File: src/shared/umpm_pkg.sv
// Constants, register map and types for the modem pin and multi-function
// output block. Shared by the top module and the output mux.
package umpm_pkg;

	// Wishbone register byte addresses
	localparam logic [4:0] ADDR_MODEM_CTRL  = 5'h00;
	localparam logic [4:0] ADDR_ALT_FUNC    = 5'h04;
	localparam logic [4:0] ADDR_ENH_FEAT    = 5'h08;
	localparam logic [4:0] ADDR_FEAT_CTRL   = 5'h0c;
	localparam logic [4:0] ADDR_INT_ENABLE  = 5'h10;
	localparam logic [4:0] ADDR_PIN_STATUS  = 5'h14;

	// Modem control fields
	localparam int MCR_DTR_BIT  = 0;
	localparam int MCR_RTS_BIT  = 1;
	localparam int MCR_OP2_BIT  = 3;
	localparam int MCR_IR_BIT   = 6;
	// Alternate function select field
	localparam int AFR_SEL_LO   = 1;
	localparam int AFR_SEL_HI   = 2;
	// Enhanced feature fields
	localparam int EFR_ARTS_BIT = 6;
	localparam int EFR_ACTS_BIT = 7;
	// Feature control field
	localparam int FEATURE_CONTROL_REG_DIR_BIT = 3;
	// Interrupt enable field
	localparam int IER_CTS_BIT  = 7;
	// Pin status fields
	localparam int STS_CTS_BIT  = 0;
	localparam int STS_DSR_BIT  = 1;
	localparam int STS_CD_BIT   = 2;
	localparam int STS_RI_BIT   = 3;
	localparam int STS_DIR_BIT  = 4;
	localparam int STS_CEV_BIT  = 5;

	localparam logic [7:0] REG_RESET = 8'h00;
	localparam logic [31:0] RD_ZERO  = 32'h0000_0000;

	// Reset pulse width
	localparam int CLK_PERIOD_PS  = 25000;
	localparam int RESET_MIN_PS   = 40000;
	localparam int RESET_MIN_CYC  =
		(RESET_MIN_PS + CLK_PERIOD_PS - 1) / CLK_PERIOD_PS;

	// Multi-function output selection
	typedef enum logic [1:0]
	{
		MF_GP_OUT   = 2'h0,
		MF_BAUD_CLK = 2'h1,
		MF_RX_READY = 2'h2,
		MF_RESERVED = 2'h3
	} umpm_mf_sel_t;

	// Half-duplex direction states
	typedef enum logic [1:0]
	{
		DIR_RECEIVE  = 2'h1,
		DIR_TRANSMIT = 2'h2
	} umpm_dir_t;

endpackage

File: src/logic/umpm_top.sv
// Modem-control pins, multi-function output and reset behaviour of one
// UART channel, with registers on a classic Wishbone slave.
// Assumes a serial engine in the same sys_clk domain that supplies raw
// transmit data, load and done pulses and the 16x baud clock.
//
// Decided for this implementation: register access over Wishbone and the register offsets.
`timescale 1ns/1ps
module umpm_top
	import umpm_pkg::*;
(
	input  wire logic        sys_clk,
	input  wire logic        sys_rst,
	// Wishbone slave
	input  wire logic        wb_cyc_i,
	input  wire logic        wb_stb_i,
	input  wire logic        wb_we_i,
	input  wire logic [4:0]  wb_adr_i,
	input  wire logic [3:0]  wb_sel_i,
	input  wire logic [31:0] wb_dat_i,
	output logic      [31:0] wb_dat_o,
	output logic             wb_ack_o,
	// Serial engine side
	input  wire logic        engine_tx_data,
	input  wire logic        engine_tx_load,
	input  wire logic        engine_tx_done,
	input  wire logic        engine_rx_above_trigger,
	input  wire logic        engine_rx_ready,
	input  wire logic        engine_baud16,
	output logic             engine_rx_data,
	output logic             engine_tx_allowed,
	// Pins
	input  wire logic        rx_in,
	input  wire logic        clear_to_send_in,
	input  wire logic        set_ready_in,
	input  wire logic        carrier_detect_in,
	input  wire logic        ring_indicator_in,
	output logic             tx_out,
	output logic             request_to_send_out,
	output logic             terminal_ready_out,
	output logic             multi_function_out
);
	import umpm_pkg::*;

	typedef struct packed
	{
		logic [7:0]  modem_control_reg;
		logic [7:0]  alternate_function_control;
		logic [7:0]  enhanced_feature_control;
		logic [7:0]  feature_control_reg;
		logic [7:0]  interrupt_enable_reg;
		umpm_dir_t   dir;
		logic        cts_prev;
		logic        cts_event;
		logic        ack;
		logic [31:0] rdata;
		logic        tx;
		logic        rts;
		logic        dtr;
		logic        tx_allowed;
		logic        rx;
	} umpm_state_t;

	localparam umpm_state_t STATE_RESET = '{
		modem_control_reg:          REG_RESET,
		alternate_function_control: REG_RESET,
		enhanced_feature_control:   REG_RESET,
		feature_control_reg:        REG_RESET,
		interrupt_enable_reg:       REG_RESET,
		dir:                        DIR_RECEIVE,
		cts_prev:                   1'b1,
		cts_event:                  1'b0,
		ack:                        1'b0,
		rdata:                      RD_ZERO,
		tx:                         1'b1,
		rts:                        1'b1,
		dtr:                        1'b1,
		tx_allowed:                 1'b0,
		rx:                         1'b1
	};

	umpm_state_t  cur;
	umpm_state_t  next_cur;
	umpm_mf_sel_t mf_sel;

	// Byte lane 0 write strobe for a given address
	function automatic logic lane0_write(input logic [4:0] addr,
		input logic [4:0] target);
		lane0_write = wb_cyc_i && wb_stb_i && wb_we_i && !cur.ack
			&& wb_sel_i[0] && (addr == target);
	endfunction

	// Extend a byte to a bus word
	function automatic logic [31:0] word_of(input logic [7:0] b);
		word_of = {24'h00_0000, b};
	endfunction

	logic bus_req;
	logic [7:0] pin_status;
	logic       tx_idle_level;

	always_comb
	begin
		next_cur = cur;
		bus_req = wb_cyc_i && wb_stb_i && !cur.ack;

		// Status only; apart from clear-to-send, these pins steer nothing else
		pin_status = 8'h00;
		pin_status[STS_CTS_BIT] = ~clear_to_send_in;
		pin_status[STS_DSR_BIT] = ~set_ready_in;
		pin_status[STS_CD_BIT]  = ~carrier_detect_in;
		pin_status[STS_RI_BIT]  = ~ring_indicator_in;
		pin_status[STS_DIR_BIT] = (cur.dir == DIR_TRANSMIT);
		pin_status[STS_CEV_BIT] = cur.cts_event;

		// Bus answer one cycle after the request, dropped the next cycle
		next_cur.ack = bus_req;
		next_cur.rdata = RD_ZERO;
		if (bus_req && !wb_we_i)
		begin
			case (wb_adr_i)
				ADDR_MODEM_CTRL:
					next_cur.rdata = word_of(cur.modem_control_reg);
				ADDR_ALT_FUNC:
					next_cur.rdata = word_of(cur.alternate_function_control);
				ADDR_ENH_FEAT:
					next_cur.rdata = word_of(cur.enhanced_feature_control);
				ADDR_FEAT_CTRL:
					next_cur.rdata = word_of(cur.feature_control_reg);
				ADDR_INT_ENABLE:
					next_cur.rdata = word_of(cur.interrupt_enable_reg);
				ADDR_PIN_STATUS:
					next_cur.rdata = word_of(pin_status);
				default:
					next_cur.rdata = RD_ZERO;
			endcase
		end

		if (lane0_write(wb_adr_i, ADDR_MODEM_CTRL))
			next_cur.modem_control_reg = wb_dat_i[7:0];
		if (lane0_write(wb_adr_i, ADDR_ALT_FUNC))
			next_cur.alternate_function_control = wb_dat_i[7:0];
		if (lane0_write(wb_adr_i, ADDR_ENH_FEAT))
			next_cur.enhanced_feature_control = wb_dat_i[7:0];
		if (lane0_write(wb_adr_i, ADDR_FEAT_CTRL))
			next_cur.feature_control_reg = wb_dat_i[7:0];
		if (lane0_write(wb_adr_i, ADDR_INT_ENABLE))
			next_cur.interrupt_enable_reg = wb_dat_i[7:0];

		// Clear-to-send change event, write one to clear; set wins
		next_cur.cts_prev = clear_to_send_in;
		if (lane0_write(wb_adr_i, ADDR_PIN_STATUS)
			&& wb_dat_i[STS_CEV_BIT])
			next_cur.cts_event = 1'b0;
		if (cur.interrupt_enable_reg[IER_CTS_BIT]
			&& cur.enhanced_feature_control[EFR_ACTS_BIT]
			&& (clear_to_send_in != cur.cts_prev))
			next_cur.cts_event = 1'b1;

		// Auto transmit gate from clear-to-send
		if (cur.enhanced_feature_control[EFR_ACTS_BIT])
			next_cur.tx_allowed = ~clear_to_send_in;
		else
			next_cur.tx_allowed = 1'b1;

		// Half-duplex direction tracking
		case (cur.dir)
			DIR_RECEIVE:
				if (engine_tx_load)
					next_cur.dir = DIR_TRANSMIT;
			DIR_TRANSMIT:
				if (engine_tx_done && !engine_tx_load)
					next_cur.dir = DIR_RECEIVE;
			default:
				next_cur.dir = DIR_RECEIVE;
		endcase

		// Request-to-send pin source
		if (cur.feature_control_reg[FEATURE_CONTROL_REG_DIR_BIT])
			next_cur.rts = (cur.dir != DIR_TRANSMIT);
		else if (cur.enhanced_feature_control[EFR_ARTS_BIT])
			// Software has set the request bit first
			next_cur.rts = ~(cur.modem_control_reg[MCR_RTS_BIT]
				&& !engine_rx_above_trigger);
		else
			next_cur.rts = ~cur.modem_control_reg[MCR_RTS_BIT];

		next_cur.dtr = ~cur.modem_control_reg[MCR_DTR_BIT];

		// Infrared mode idles low, normal mode idles high
		tx_idle_level = ~cur.modem_control_reg[MCR_IR_BIT];
		if (cur.dir == DIR_TRANSMIT || engine_tx_load)
			next_cur.tx = engine_tx_data;
		else
			next_cur.tx = tx_idle_level;

		next_cur.rx = rx_in;
	end

	// Reset holds outputs idle and blocks the receive input
	always_ff @(posedge sys_clk or posedge sys_rst)
	begin
		if (sys_rst)
			cur <= STATE_RESET;
		else
			cur <= next_cur;
	end

	assign mf_sel = umpm_mf_sel_t'(
		cur.alternate_function_control[AFR_SEL_HI:AFR_SEL_LO]);

	umpm_mf_mux u_mf_mux
	(
		.sys_clk                 (sys_clk),
		.sys_rst                 (sys_rst),
		.mf_sel                  (mf_sel),
		.general_purpose_out_two (cur.modem_control_reg[MCR_OP2_BIT]),
		.baud_clock_in           (engine_baud16),
		.rx_data_ready           (engine_rx_ready),
		.multi_function_out      (multi_function_out)
	);

	assign wb_dat_o            = cur.rdata;
	assign wb_ack_o            = cur.ack;
	assign tx_out              = cur.tx;
	assign request_to_send_out = cur.rts;
	assign terminal_ready_out  = cur.dtr;
	assign engine_tx_allowed   = cur.tx_allowed;
	assign engine_rx_data      = cur.rx;

endmodule

File: src/logic/umpm_mf_mux.sv
// Registered selector for the multi-function output pin.
// Assumes sys_clk domain inputs and an asynchronous active-high reset.
`timescale 1ns/1ps
module umpm_mf_mux
	import umpm_pkg::*;
(
	input  wire logic         sys_clk,
	input  wire logic         sys_rst,
	input  wire umpm_mf_sel_t mf_sel,
	input  wire logic         general_purpose_out_two,
	input  wire logic         baud_clock_in,
	input  wire logic         rx_data_ready,
	output logic              multi_function_out
);
	import umpm_pkg::*;

	typedef struct packed
	{
		logic pin;
	} umpm_mux_state_t;

	umpm_mux_state_t cur;
	umpm_mux_state_t next_cur;

	always_comb
	begin
		next_cur = cur;
		case (mf_sel)
			MF_GP_OUT:   next_cur.pin = ~general_purpose_out_two;
			MF_BAUD_CLK: next_cur.pin = baud_clock_in;
			MF_RX_READY: next_cur.pin = ~rx_data_ready;
			default:     next_cur.pin = 1'b1;
		endcase
	end

	always_ff @(posedge sys_clk or posedge sys_rst)
	begin
		if (sys_rst)
			cur <= '{pin: 1'b1};
		else
			cur <= next_cur;
	end

	assign multi_function_out = cur.pin;

endmodule

File: config.mk
export PLATFORM = sky130hd
export DESIGN_NAME = umpm_top
export DESIGN_NICKNAME = d
export VERILOG_FILES = /design/src/shared/umpm_pkg.sv /design/src/logic/umpm_top.sv /design/src/logic/umpm_mf_mux.sv
export SDC_FILE = /design/constraint.sdc
export NUM_CORES = 1
export LEC_CHECK = 0
export BUFFER_PORTS_ARGS = -buffer_cell sky130_fd_sc_hd__buf_4
export CAP_MARGIN = 20
export CORE_MARGIN = 8
export CORE_UTILIZATION = 49
export CTS_BUF_LIST = sky130_fd_sc_hd__clkbuf_8 sky130_fd_sc_hd__clkbuf_16
export CTS_CLUSTER_SIZE = 30
export DETAILED_ROUTE_END_ITERATION = 7
export HOLD_SLACK_MARGIN = 0.06
export PLACE_DENSITY = 0.78
export SLEW_MARGIN = 5
export SYNTH_ARGS = -nofsm -noshare
export SYNTH_HDL_FRONTEND = slang
export SYNTH_SLANG_ARGS = --single-unit
File: constraint.sdc
create_clock -name sys_clk -period 4.08 [get_ports sys_clk]
set_clock_uncertainty 0.05 [all_clocks]
set_input_delay 1.02 -clock sys_clk [delete_from_list [all_inputs] [get_ports sys_clk]]
set_output_delay 1.02 -clock sys_clk [all_outputs]
set_load 0.02 [all_outputs]
==> impl_results.md <==
- Status: finished clean
- GR Util All Layers: 0.133
- Period utilisation layout: 0.626
- Most frequent cells in the layout: dfrtp_1 (52), buf_4 (45), mux2_1 (32)
- Synth Register Bits: 59
- FP Rows: 28
- Synth Warn #: 0
- Pin count of the biggest net entering global routing: 51
- Routed vias/inst: 5.03
- Avg Inst Size Synth: 12.5 sq um
- P_int: 1.05 mW
- P&R area growth vs syn: 16.0%
- Placed inst area: approximately 3100 sq um
- # setup viols final: 0
- Reg power frac: 0.463
- Share of power burned in combinational logic: 0.103
- Root buf cell: clkbuf_8
- Number of antenna violations at the first check in global routing: 0
- PwrDens: 406 nW/um^2
- Resize count post-CTS: 0
- Slew Viols, Final: 0
- Post-route ant nets: 0
- GP Congestion: 0.803
- Crit Path Category: in2reg
- Slew @ Worst Pin: 0.587 ns
- Initial cell density of the core: 0.500
- Die Area: approximately 8700 sq um
- Crit. End Element: flop
- Vias in the first global route: 1815
- Library cells used by synthesis: 41
- Core area: 5850 sq um
- Setup Total Neg Slack: 0 ns
- H-Tree Depth: 3
- Launching element type of the critical path: input port
- Post-synth EDFFs: 0
- VDD IR-drop max: 0.281 mV
- Final Power: roughly 1.4 mW
- Total grt overflow: 0
- CTS tree: yes
- Setup bufs post-CTS: 0
- Initial DRC count: 86
- Share of layout cells above drive strength 1: 0.315
- Top delay family on crit path: simple AND/OR/NAND/NOR gates
- Drt first pass iters: 4
- Slowest CP cell: or4b_1
- Reported max-cap violation count: 0
- Switch share: 0.233
- First-pass GRT wire length: 8890 um
- Leak Pwr: 1.69 nW
- Drt drc: 0
- Register area share after synthesis: 0.508
- Fill count: 475
- CP arrival: ~2.7 ns
- Unrepaired setup endpoints after global routing: no
- TritonCTS buffer count: 9
- Final worst-path setup slack: 1.53 ns
- Worst Hold Class: reg2reg
- Post-layout net count: 331
- WL per Instance: 15.5 um
- Port Buffers: 44
- Most common cell after layout, fill and taps aside: dfrtp_1
- DIE HEIGHT: roughly 93 um
- Async SR Flop Fraction: 1.00
- Diode count: 0
- CTS Buffer Depth: 2
- Worst skew pair latency: 0.34 ns
- Vias post-DR: 1781
- Post-CTS Hold Fix Bufs: 0
- Req. time, crit path: around 4.3 ns
- Cells after Synth: 234
- Clock Sinks: 59
- Clk slew on worst S/H paths: around 0.070 ns
- Tmin final: 2.55 ns
- Critical path, cell by cell: buf_4 -> or4b_1 -> nor2_4 -> mux2_1
- Post-Layout Inst Area: 3390 sq um
- Num ports: 96
- Post-synth top flop: dfrtp_1
- Routed WL: 5490 um
- Flop2flop setup slack: 2.20 ns
- Dpl hpwl: 3980 um
- F_max: 0.392 GHz
- Final hold violation count: 0
- P_sw: roughly 0.32 mW
- Pre-CTS setup slack: between 1 and 1.5 ns
- Post-synthesis instance area: 2920 sq um
- Worst Path Buf+Inv: 1
- Relative slew slack: 0.606
- Die W: 93.2 um
- Clk pwr share: 0.434
- Crit-path max cell delay: 0.78 ns
- Crit Path Max Fanout: 13
[kinds of logic after synthesis]
logic type / share of synthesized area
XOR/XNOR: 0.00300
AND/OR/NAND/NOR: 0.0856
multiplexers: 0.235
buffers and inverters: 0.116
other: 0.00128
flip-flops: 0.508
AO/OA/AOI/OAI: 0.0501
[stage by stage]
step	instances	util	hold slack, ns
2_1_floorplan	257	-	0.324
3_5_place_dp	337	0.537	0.348
5_1_grt	354	0.579	0.395
6_report	354	0.579	0.364
3_3_place_gp	337	0.537	0.350
4_1_cts	353	0.576	0.355
[registers in the layout, indices dropped and copies added, names as in the netlist]
| register | count |
|---|---|
| engine_tx_allowed | 1 |
| terminal_ready_out | 1 |
| cur | 44 |
| engine_rx_data | 1 |
| tx_out | 1 |
| wb_dat_o | 8 |
| u_mf_mux.multi_function_out | 1 |
| request_to_send_out | 1 |
| wb_ack_o | 1 |
[power groups by stage]
stage / registers (mW) / logic, mW / clock network, mW
global route: 0.641 / 0.156 / 0.636
global placement: 0.646 / 0.137 / 0
CTS: 0.637 / 0.141 / 0.606
detailed placement: 0.648 / 0.140 / 0
finish: 0.637 / 0.142 / 0.597
floorplan: 0.649 / 0.104 / 0
[cell usage after synthesis, types with 2 or more instances]
cell	n	area, sq um
a21oi_1	6	30.0
buf_2	4	20.0
buf_4	32	240
clkbuf_1	2	7.51
dfrtp_1	52	1300
dfstp_2	7	184
inv_1	11	41.3
mux2_1	32	360
mux2_2	2	22.5
mux2_4	8	120
mux2i_1	14	140
mux4_2	2	45.0
nand2_1	7	26.3
nand2b_1	2	12.5
nand3_1	2	10.0
nor2_1	13	48.8
nor2_4	5	56.3
nor2b_1	2	12.5
nor3_1	2	10.0
o21a_1	2	15.0
o21ai_0	4	20.0
o22ai_1	4	25.0
[layer usage]
metal	vias to the layer above	global-route usage	wire (um)
met3	8	0.0569	475
met4	0	0.0564	81
met1	872	0.167	2480
met2	58	0.194	2460
li1	843	-	-
met5	-	0	0
[area by class of cell]
class / instances / area (sq um) / area share
inverters: 11 / 41.3 / 0.0122
clock inverters: 5 / 76.3 / 0.0225
repair buffers: 46 / 358 / 0.106
flip-flops and latches: 59 / 1490 / 0.438
clock buffers: 11 / 151 / 0.0447
well taps: 75 / 93.8 / 0.0277
multi-input cells: 147 / 1180 / 0.349
[final timing paths]
check | end | start | cells past startpoint
max in group asynchronous | request_to_send_out | sys_rst | 3
min in group asynchronous | engine_tx_allowed | sys_rst | 2
worst max-delay path | cur[60] | wb_adr_i[4] | 4
worst min register to register | terminal_ready_out | cur[74] | 1
worst min-delay path | terminal_ready_out | cur[74] | 1
worst max register to register | cur[50] | wb_ack_o | 4
Note: power is estimated with default switching activity, not from simulation.
